--- src/inc/dsrc_pkg.sv ---
// Purpose: shared constants and types for divider sync and reset control
// Assumes: ref_clk is the vco divider output clock at 125 MHz
// Notes: long hold times are top-level parameters derived from these figures
package dsrc_pkg;
	// channel layout
	localparam int NUM_CH = 14;
	localparam int DIV_W = 10;
	localparam int PHASE_W = 6;
	localparam int PHASE_LSB = 2;
	localparam int CH_CTRL_W = 8;
	// zero-delay configuration byte: feedback select bit
	localparam int ZD_MODE_BIT = 5;
	// serial control byte: the two soft reset bits
	localparam int SOFT_BIT_A = 2;
	localparam int SOFT_BIT_B = 5;
	localparam logic [7:0] CTRL0_RST = 8'h00;
	// sync pipeline depth in vco divider clocks
	localparam int SYNC_STAGES = 11;
	// timing figures
	localparam int CLK_MHZ = 125;
	localparam int T_POR_MS = 70;
	localparam int T_PIN_STORE_MS = 40;
	localparam int T_PIN_DEF_US = 2;
	localparam int US_PER_MS = 1000;
	localparam int PIN_DEF_CYC = T_PIN_DEF_US * CLK_MHZ;
	// lock detector minimum good periods (2^16)
	localparam int LOCK_MIN_PERIODS = 65536;
	localparam int NUM_PLL = 2;
	localparam int PLL_REF = 0;
	localparam int PLL_DIST = 1;
	localparam logic CAUSE_PIN = 1'b0;
	localparam logic CAUSE_POR = 1'b1;
	// boot and reset sequence states
	typedef enum logic [1:0] {ST_LOAD, ST_WAIT, ST_RUN, ST_SOFT} dsrc_state_t;
endpackage

--- src/hdl/dsrc_chan_div.sv ---
// Purpose: one channel divider with phase preset and gated output
// Assumes: counter runs in half periods of ref_clk, two per clock
// Notes: a divide field of zero means the full range
module dsrc_chan_div #(
	parameter int DW = dsrc_pkg::DIV_W,
	parameter int PW = dsrc_pkg::PHASE_W
) (
	input wire logic ref_clk,
	input wire logic rstn,
	input wire logic [DW-1:0] div_val,
	input wire logic [PW-1:0] phase,
	input wire logic preset,
	input wire logic en,
	input wire logic freeze,
	output logic clk_out
);
	import dsrc_pkg::*;
	localparam int CW = DW + 2;
	logic [CW-1:0] div_d;
	logic [CW-1:0] hi_q;
	logic [CW-1:0] per_q;
	logic [CW-1:0] cnt_q;
	logic [CW-1:0] cnt_d;

	// divide value and half-period step with wrap
	always_comb
	begin
		div_d = (div_val == '0) ? (CW'(1) << DW) : CW'(div_val);
		cnt_d = cnt_q + CW'(2);
		if (cnt_d >= per_q)
			cnt_d = cnt_d - per_q;
	end

	// settings are taken only at a preset, which starts the first period at the phase
	always_ff @(posedge ref_clk)
	begin
		if (!rstn)
		begin
			hi_q <= '0;
			per_q <= '0;
			cnt_q <= '0;
		end
		else if (preset)
		begin
			hi_q <= div_d;
			per_q <= CW'(div_d << 1);
			cnt_q <= CW'(phase);
		end
		else
			cnt_q <= cnt_d;
	end

	// output flop, held static while frozen
	always_ff @(posedge ref_clk)
	begin
		if (!rstn)
			clk_out <= 1'b0;
		else if (!freeze)
			clk_out <= en & (cnt_q < hi_q);
	end
endmodule

--- src/hdl/dsrc_top.sv ---
// Purpose: divider sync, zero-delay feedback select, lock detect, reset sequencing
// Assumes: all inputs except sync_pin are synchronous to ref_clk
// Notes: por is a one-cycle power-on pulse; rstn stands for the reset pin
// How it works
// sync request ORs software bit and pin
// software sync fires on bit falling edge
// auto sync on first distribution lock only
// six-bit phase offset field, half-period steps
// phase and divide applied only at sync
// host writes phase, then issues sync
// pin sync reaches outputs after twelve clocks
// non-ignoring outputs disabled while sync active
// ignore-sync channels keep running undisturbed
// mode bit routes channel zero to feedback
// external mode feeds feedback clock input
// lock detector reports unlock on frequency error
// lock needs 2^16 good detector periods
// power-on loads store or defaults per pin
// power-on holds outputs about 70 ms
// outputs held until calibration and lock
// reset pin reloads config and syncs outputs
// pin reset hold 40 ms or 2 us
// soft reset bits reload, control byte kept
// soft reset static, bits clear after sclk
// sync pin passes two-flop synchroniser first
module dsrc_top #(
	parameter int NUM_CH = dsrc_pkg::NUM_CH,
	parameter int LOCK_PERIODS = dsrc_pkg::LOCK_MIN_PERIODS,
	parameter int POR_HOLD_CYC = dsrc_pkg::T_POR_MS * dsrc_pkg::US_PER_MS * dsrc_pkg::CLK_MHZ,
	parameter int STORE_HOLD_CYC = dsrc_pkg::T_PIN_STORE_MS * dsrc_pkg::US_PER_MS
		* dsrc_pkg::CLK_MHZ
) (
	input wire logic ref_clk,
	input wire logic rstn,
	input wire logic por,
	input wire logic pd_n,
	input wire logic store_sel,
	input wire logic sync_pin,
	input wire logic sw_sync_bit,
	input wire logic [NUM_CH*dsrc_pkg::CH_CTRL_W-1:0] ch_ctrl,
	input wire logic [NUM_CH*dsrc_pkg::DIV_W-1:0] ch_div,
	input wire logic [NUM_CH-1:0] ch_ignore,
	input wire logic [7:0] zd_cfg,
	input wire logic feedback_clock_in,
	input wire logic vco_cal_done,
	input wire logic [dsrc_pkg::NUM_PLL-1:0] pfd_tick,
	input wire logic [dsrc_pkg::NUM_PLL-1:0] freq_err,
	input wire logic ctrl_wr,
	input wire logic [7:0] ctrl_wdata,
	input wire logic sclk_tick,
	output logic [NUM_CH-1:0] ch_out,
	output logic n_div_fb,
	output logic [dsrc_pkg::NUM_PLL-1:0] pll_locked,
	output logic sync_active,
	output logic cfg_load,
	output logic cfg_from_store,
	output logic [7:0] ctrl0,
	output logic dev_in_reset
);
	import dsrc_pkg::*;

	dsrc_state_t state_q;
	logic sync_s1_q;
	logic sync_s2_q;
	logic sync_s3_q;
	logic sw_prev_q;
	logic lock_prev_q;
	logic first_lock_q;
	logic pin_rise;
	logic sw_fall;
	logic auto_req;
	logic sync_req;
	logic [SYNC_STAGES-1:0] req_pipe_q;
	logic sync_strobe_q;
	logic sync_busy_q;
	logic cause_q;
	logic load_src_q;
	logic cfg_load_q;
	logic [7:0] ctrl0_q;
	logic [31:0] hold_cnt_q;
	logic [31:0] hold_tgt_q;
	logic hold_done;
	logic soft_go;
	logic boot_run;
	logic freeze;
	logic n_div_fb_q;
	logic [NUM_PLL-1:0] lock_q;

	// phase offset field of one channel control byte
	function automatic logic [PHASE_W-1:0] phase_of(input logic [CH_CTRL_W-1:0] ctrl);
		phase_of = ctrl[PHASE_LSB +: PHASE_W];
	endfunction

	// asynchronous sync pin: two flops, then an edge stage
	always_ff @(posedge ref_clk)
	begin
		if (!rstn)
		begin
			sync_s1_q <= 1'b0;
			sync_s2_q <= 1'b0;
			sync_s3_q <= 1'b0;
		end
		else
		begin
			sync_s1_q <= sync_pin;
			sync_s2_q <= sync_s1_q;
			sync_s3_q <= sync_s2_q;
		end
	end

	// previous values for edge detection
	always_ff @(posedge ref_clk)
	begin
		if (!rstn)
		begin
			sw_prev_q <= 1'b0;
			lock_prev_q <= 1'b0;
		end
		else
		begin
			sw_prev_q <= sw_sync_bit;
			lock_prev_q <= lock_q[PLL_DIST];
		end
	end

	// sources of the primary sync request
	assign pin_rise = sync_s2_q & ~sync_s3_q;
	assign sw_fall = sw_prev_q & ~sw_sync_bit;
	assign auto_req = lock_q[PLL_DIST] & ~lock_prev_q & ~first_lock_q;
	assign sync_req = sw_fall | pin_rise | auto_req;

	// first-lock flag, rearmed only by reset or power-down
	always_ff @(posedge ref_clk)
	begin
		if (!rstn)
			first_lock_q <= 1'b0;
		else if (por || !pd_n || state_q == ST_SOFT)
			first_lock_q <= 1'b0;
		else if (auto_req)
			first_lock_q <= 1'b1;
	end

	// fixed pipeline from request to divider strobe
	always_ff @(posedge ref_clk)
	begin
		if (!rstn)
		begin
			req_pipe_q <= '0;
			sync_strobe_q <= 1'b0;
		end
		else
		begin
			req_pipe_q <= {req_pipe_q[SYNC_STAGES-2:0], sync_req};
			sync_strobe_q <= req_pipe_q[SYNC_STAGES-1];
		end
	end

	// sync active from request until strobe; a new request wins over the clear
	always_ff @(posedge ref_clk)
	begin
		if (!rstn)
			sync_busy_q <= 1'b0;
		else if (sync_req)
			sync_busy_q <= 1'b1;
		else if (sync_strobe_q)
			sync_busy_q <= 1'b0;
	end

	// lock detectors for the reference cleanup and distribution plls
	generate
		for (genvar p = 0; p < NUM_PLL; p++)
		begin : g_lock
			logic [31:0] good_q;
			always_ff @(posedge ref_clk)
			begin
				if (!rstn || !pd_n)
				begin
					good_q <= '0;
					lock_q[p] <= 1'b0;
				end
				else if (pfd_tick[p])
				begin
					if (freq_err[p])
					begin
						good_q <= '0;
						lock_q[p] <= 1'b0;
					end
					else if (!lock_q[p])
					begin
						if (good_q == 32'(LOCK_PERIODS - 1))
							lock_q[p] <= 1'b1;
						else
							good_q <= good_q + 32'h1;
					end
				end
			end
		end
	endgenerate

	// soft reset request: both reset bits written as one
	assign soft_go = ctrl_wr & ctrl_wdata[SOFT_BIT_A] & ctrl_wdata[SOFT_BIT_B];

	// boot and reset sequence
	always_ff @(posedge ref_clk)
	begin
		if (!rstn)
			state_q <= ST_LOAD;
		else if (por)
			state_q <= ST_LOAD;
		else
		begin
			unique case (state_q)
				ST_LOAD: state_q <= ST_WAIT;
				ST_WAIT:
					if (soft_go)
						state_q <= ST_SOFT;
					else if (hold_done && vco_cal_done && lock_q[PLL_DIST])
						state_q <= ST_RUN;
				ST_RUN:
					if (soft_go)
						state_q <= ST_SOFT;
				ST_SOFT:
					if (sclk_tick)
						state_q <= ST_LOAD;
			endcase
		end
	end

	// reset cause picks the output hold time
	always_ff @(posedge ref_clk)
	begin
		if (!rstn)
			cause_q <= CAUSE_PIN;
		else if (por)
			cause_q <= CAUSE_POR;
		else if (state_q == ST_SOFT)
			cause_q <= CAUSE_PIN;
	end

	// store select caught after release, and config load pulse
	always_ff @(posedge ref_clk)
	begin
		if (!rstn)
		begin
			load_src_q <= 1'b0;
			cfg_load_q <= 1'b0;
		end
		else
		begin
			cfg_load_q <= (state_q == ST_LOAD) & ~por;
			if (state_q == ST_LOAD)
				load_src_q <= store_sel;
		end
	end

	// output hold timer from config load
	always_ff @(posedge ref_clk)
	begin
		if (!rstn)
		begin
			hold_cnt_q <= '0;
			hold_tgt_q <= '0;
		end
		else if (state_q == ST_LOAD)
		begin
			hold_cnt_q <= '0;
			if (cause_q == CAUSE_POR)
				hold_tgt_q <= 32'(POR_HOLD_CYC);
			else if (store_sel)
				hold_tgt_q <= 32'(STORE_HOLD_CYC);
			else
				hold_tgt_q <= 32'(PIN_DEF_CYC);
		end
		else if (state_q == ST_WAIT && !hold_done)
			hold_cnt_q <= hold_cnt_q + 32'h1;
	end

	assign hold_done = hold_cnt_q >= hold_tgt_q;

	// serial control byte: kept through soft reset except the two reset bits
	always_ff @(posedge ref_clk)
	begin
		if (!rstn)
			ctrl0_q <= CTRL0_RST;
		else if (state_q == ST_SOFT)
		begin
			if (sclk_tick)
			begin
				ctrl0_q[SOFT_BIT_A] <= 1'b0;
				ctrl0_q[SOFT_BIT_B] <= 1'b0;
			end
		end
		else if (ctrl_wr)
			ctrl0_q <= ctrl_wdata;
	end

	// drivers held in sync during boot, static during soft reset
	assign boot_run = state_q == ST_RUN;
	assign freeze = state_q == ST_SOFT;

	// channel dividers
	generate
		for (genvar c = 0; c < NUM_CH; c++)
		begin : g_ch
			dsrc_chan_div #(
				.DW(DIV_W),
				.PW(PHASE_W)
			) u_div (
				.ref_clk(ref_clk),
				.rstn(rstn),
				.div_val(ch_div[c*DIV_W +: DIV_W]),
				.phase(phase_of(ch_ctrl[c*CH_CTRL_W +: CH_CTRL_W])),
				.preset(~boot_run | (sync_strobe_q & ~ch_ignore[c])),
				.en(boot_run & (ch_ignore[c] | ~sync_busy_q)),
				.freeze(freeze),
				.clk_out(ch_out[c])
			);
		end
	endgenerate

	// feedback into the reference cleanup pll n divider
	always_ff @(posedge ref_clk)
	begin
		if (!rstn)
			n_div_fb_q <= 1'b0;
		else if (zd_cfg[ZD_MODE_BIT])
			n_div_fb_q <= ch_out[0];
		else
			n_div_fb_q <= feedback_clock_in;
	end

	// outputs
	assign n_div_fb = n_div_fb_q;
	assign pll_locked = lock_q;
	assign sync_active = sync_busy_q;
	assign cfg_load = cfg_load_q;
	assign cfg_from_store = load_src_q;
	assign ctrl0 = ctrl0_q;
	assign dev_in_reset = ~boot_run;
endmodule

--- config.mk ---
export PLATFORM = sky130hd
export DESIGN_NAME = dsrc_top
export DESIGN_NICKNAME = d
export VERILOG_FILES = /design/src/inc/dsrc_pkg.sv /design/src/hdl/dsrc_chan_div.sv /design/src/hdl/dsrc_top.sv
export SDC_FILE = /design/constraint.sdc
export NUM_CORES = 2
export LEC_CHECK = 0
export BUFFER_PORTS_ARGS = -buffer_cell sky130_fd_sc_hd__buf_4
export CAP_MARGIN = 5
export CELL_PAD_IN_SITES_DETAIL_PLACEMENT = 1
export CELL_PAD_IN_SITES_GLOBAL_PLACEMENT = 1
export CORE_MARGIN = 8
export CORE_UTILIZATION = 40
export DETAILED_ROUTE_END_ITERATION = 8
export PLACE_DENSITY_LB_ADDON = 0.15
export SYNTH_ARGS = -nofsm -noshare
export SYNTH_HDL_FRONTEND = slang
export SYNTH_SLANG_ARGS = --single-unit
--- constraint.sdc ---
create_clock -name ref_clk -period 7.7 [get_ports ref_clk]
set_clock_uncertainty 0.05 [all_clocks]
set_input_delay 0.77 -clock ref_clk [delete_from_list [all_inputs] [get_ports ref_clk]]
set_output_delay 0.77 -clock ref_clk [all_outputs]
set_load 0.02 [all_outputs]
==> impl_metrics.csv <==
group,metric,value,unit
global_route,grt_usage,21.58,%
global_route,grt_pass1_vias,28965,
setup_path,worstPathMaxFanout,12,
route,wl,96.16,mm
setup_path,required,8.15,ns
clocking,cts_buffer_depth,3,
yosys,synth_top_area_share,30.82,%
yosys,synth_common_cells,"dfxtp_1, nand2_1, a21oi_1",
yosys,synth_most_common_cell,"dfxtp_1",
yosys,synth_area_leader_cell,"dfxtp_1",
yosys,yosysWarnings,0,
global_route,gr-total-overflow,0,
outcome,status,"completed",
clocking,clkTransAtPathRegs,0.06,ns
sta,finalCritPeriodShare,46.39,%
floorplanning,die_w,293.1,um
yosys,synth_edf_count,0,
sta,rsz0062_at_grt,"false",
floorplanning,die-area,85930,um2
clocking,post_cts_resized,0,
setup_path,critPathCaptureType,"flip-flop",
sta,hold_violations,0,
place,hpwl,73.23,mm
yosys,ys_ff_latch,473,
yosys,netlist_instances,3825,
clocking,clkLatencyLatePin,0.63,ns
clocking,cts_sinks,473,
sta,slew_violations,0,
floorplanning,die_h,293.1,um
setup_path,critPathArrivalTime,4.02,ns
yosys,synth_ff_type,"dfxtp_1",
yosys,synth.top_cells.by_area,"dfxtp_1, ha_1, a21oi_1",
yosys,synth_fp_nets,4467,
sta,clock.fmax,280.0,MHz
route,drc_errors,0,
sta,fin_hold_ws,0.3017,ns
setup_path,path_class,"reg -> reg",
route,antenna_left,0,
yosys,async_flop_share,0,%
floorplanning,num_rows,101,
yosys,syn_area_per_cell,8.032,um2
route,wl_per_cell,18.63,um
global_route,grt_pass1_wl,153.7,mm
floorplanning,start_util,40.45,%
yosys,ys_seq_area_share,30.82,%
pwr,ir_worst_vdd,0.1641,mV
run,maxCapViolations,0,
global_route,grt_max_degree,71,
floorplanning,io_pins,326,
setup_path,critPathLaunchType,"flip-flop",
clocking,postCtsSetupBuffers,0,
sta,slew_headroom,20.45,%
route,vias_per_cell,5.425,
clocking,numCtsBuffers,58,
place,portBuffers,290,
global_route,antenna_found_initial,11,
sta,worst_pin_slew,1.192,ns
pwr,leakage,15.04,nW
finish,nets,4725,
route,firstDrtPassIters,7,
hold_path,hold_path_class,"in -> reg",
place,place_congestion,0.8234,
clocking,cts-root-buf,"clkbuf_16",
finish,drive_gt1_share,10.91,%
sta,fin_tns_setup,0,ns
yosys,synth_cell_types,71,
route,drt_iter0_markers,1028,
pwr,report.power.total,0.007005,W
finish,area_growth_syn_to_layout,17.10,%
floorplanning,core_area,75950,um2
sta,fin_crit,3.572,ns
pwr,power_density,194.7,nW/um2
route,vias,27997,
clocking,cts_hold_buffers,0,
clocking,cts_tree,"done",
clocking,cts_max_level,2,
yosys,syn-cell-area,30720,um2
sta,final-setup-viol-count,0,
cells in the final DEF (no fill, tap or decap), types with 10 or more instances in the layout:
master,count
and2_1,35
a221o_1,12
a21o_1,52
o21ai_0,211
o211ai_1,27
xor2_1,99
a31oi_1,37
mux2i_1,109
nand4_1,54
a211o_1,12
a31o_2,11
or3_1,35
or4_1,11
clkbuf_1,10
nand3b_1,16
clkinv_2,10
o21a_1,24
a21oi_1,394
xnor2_1,191
fa_1,14
nand2_1,450
dfxtp_1,473
nor2b_1,22
buf_4,327
inv_1,238
clkbuf_16,59
nor4_1,65
o21bai_1,18
nand3_1,182
nor2_1,264
and3_1,52
ha_1,330
nand2b_1,39
a211oi_1,53
nor3_1,54
final timing paths:
kind,from,to,slack (ns),cells past startpoint
max reg2reg,g_ch[11].u_div.cnt_q[1],g_ch[11].u_div.cnt_q[5],4.13,13
max,g_ch[11].u_div.cnt_q[1],g_ch[11].u_div.cnt_q[5],4.13,13
min reg2reg,sync_s1_q,sync_s2_q,0.38,1
min,sync_pin,sync_s1_q,0.30,2
critical path, cell delays in order, from the launching register on:
cell and delay, ns:
dfxtp_1 0.43, ha_1 0.26, inv_1 0.06, nor2_1 0.23
nand3_1 0.13, xnor2_1 0.16, ha_1 0.37, nand2_1 0.15
nor4_1 0.29, o21bai_1 0.16, a221o_1 0.37, nand2_1 0.42
mux2i_1 0.28, a21oi_1 0.09
kinds of logic (layout without fill, tap and decap cells):
kind of cell / after synthesis / in the layout / share of synthesized area, %
simple gates: 1324 / 1324 / 20.63
compound gates: 914 / 914 / 17.63
flops: 473 / 473 / 30.82
buf+inv: 370 / 671 / 4.708
fa+ha+maj: 345 / 345 / 14.39
xor+xnor: 290 / 290 / 8.267
mux: 109 / 109 / 3.551
other cells: 0 / 5 / 0
layout make-up:
type | instances | area [um2]
fillers | 9240 | 39970
multi-input cells | 2982 | 19830
flip-flops and latches | 473 | 9469
repair buffers | 328 | 2466
clock buffers | 75 | 1597
well taps | 1030 | 1289
inverters | 240 | 905.9
clock inverters | 28 | 407.9
diodes | 5 | 12.51
metrics by stage:
stage | utilization (%) | cell area, um2 | std cells | worst slack [ns]
2_1_floorplan | - | 30720 | 3825 | 4.620
3_3_place_gp | 44.71 | 33960 | 5053 | 4.158
3_5_place_dp | 44.71 | 33960 | 5053 | 4.103
4_1_cts | 47.35 | 35960 | 5156 | 4.081
5_1_grt | 47.36 | 35970 | 5158 | 3.810
6_report | 47.37 | 35980 | 5161 | 4.128
metal layers:
metal / GRT usage (%) / up-vias / part of all wire, %
met2: 36.33 / 321 / 46
li1: - / 14069 / -
met1: 28.34 / 13455 / 48
met5: 0 / - / 0.066
met3: 3.728 / 142 / 3.5
met4: 5.875 / 10 / 2.6
where the power goes:
part           internal [W]  switching [W]
sequential          0.00255      0.0000796
clock               0.00176        0.00114
combinational      0.000642       0.000836
total               0.00495        0.00206
state kept, by name, indices dropped and copies added, names as in the netlist, 2 cells and up:
name                cells
ctrl0                   8
g_ch.u_div.clk_out     14
g_ch.u_div.cnt_q      168
g_ch.u_div.hi_q       132
g_ch.u_div.per_q       22
g_lock.good_q          64
hold_cnt_q             32
hold_tgt_q              6
pll_locked              2
req_pipe_q             11
state_q                 2
Power figures use the tool's default switching activity.
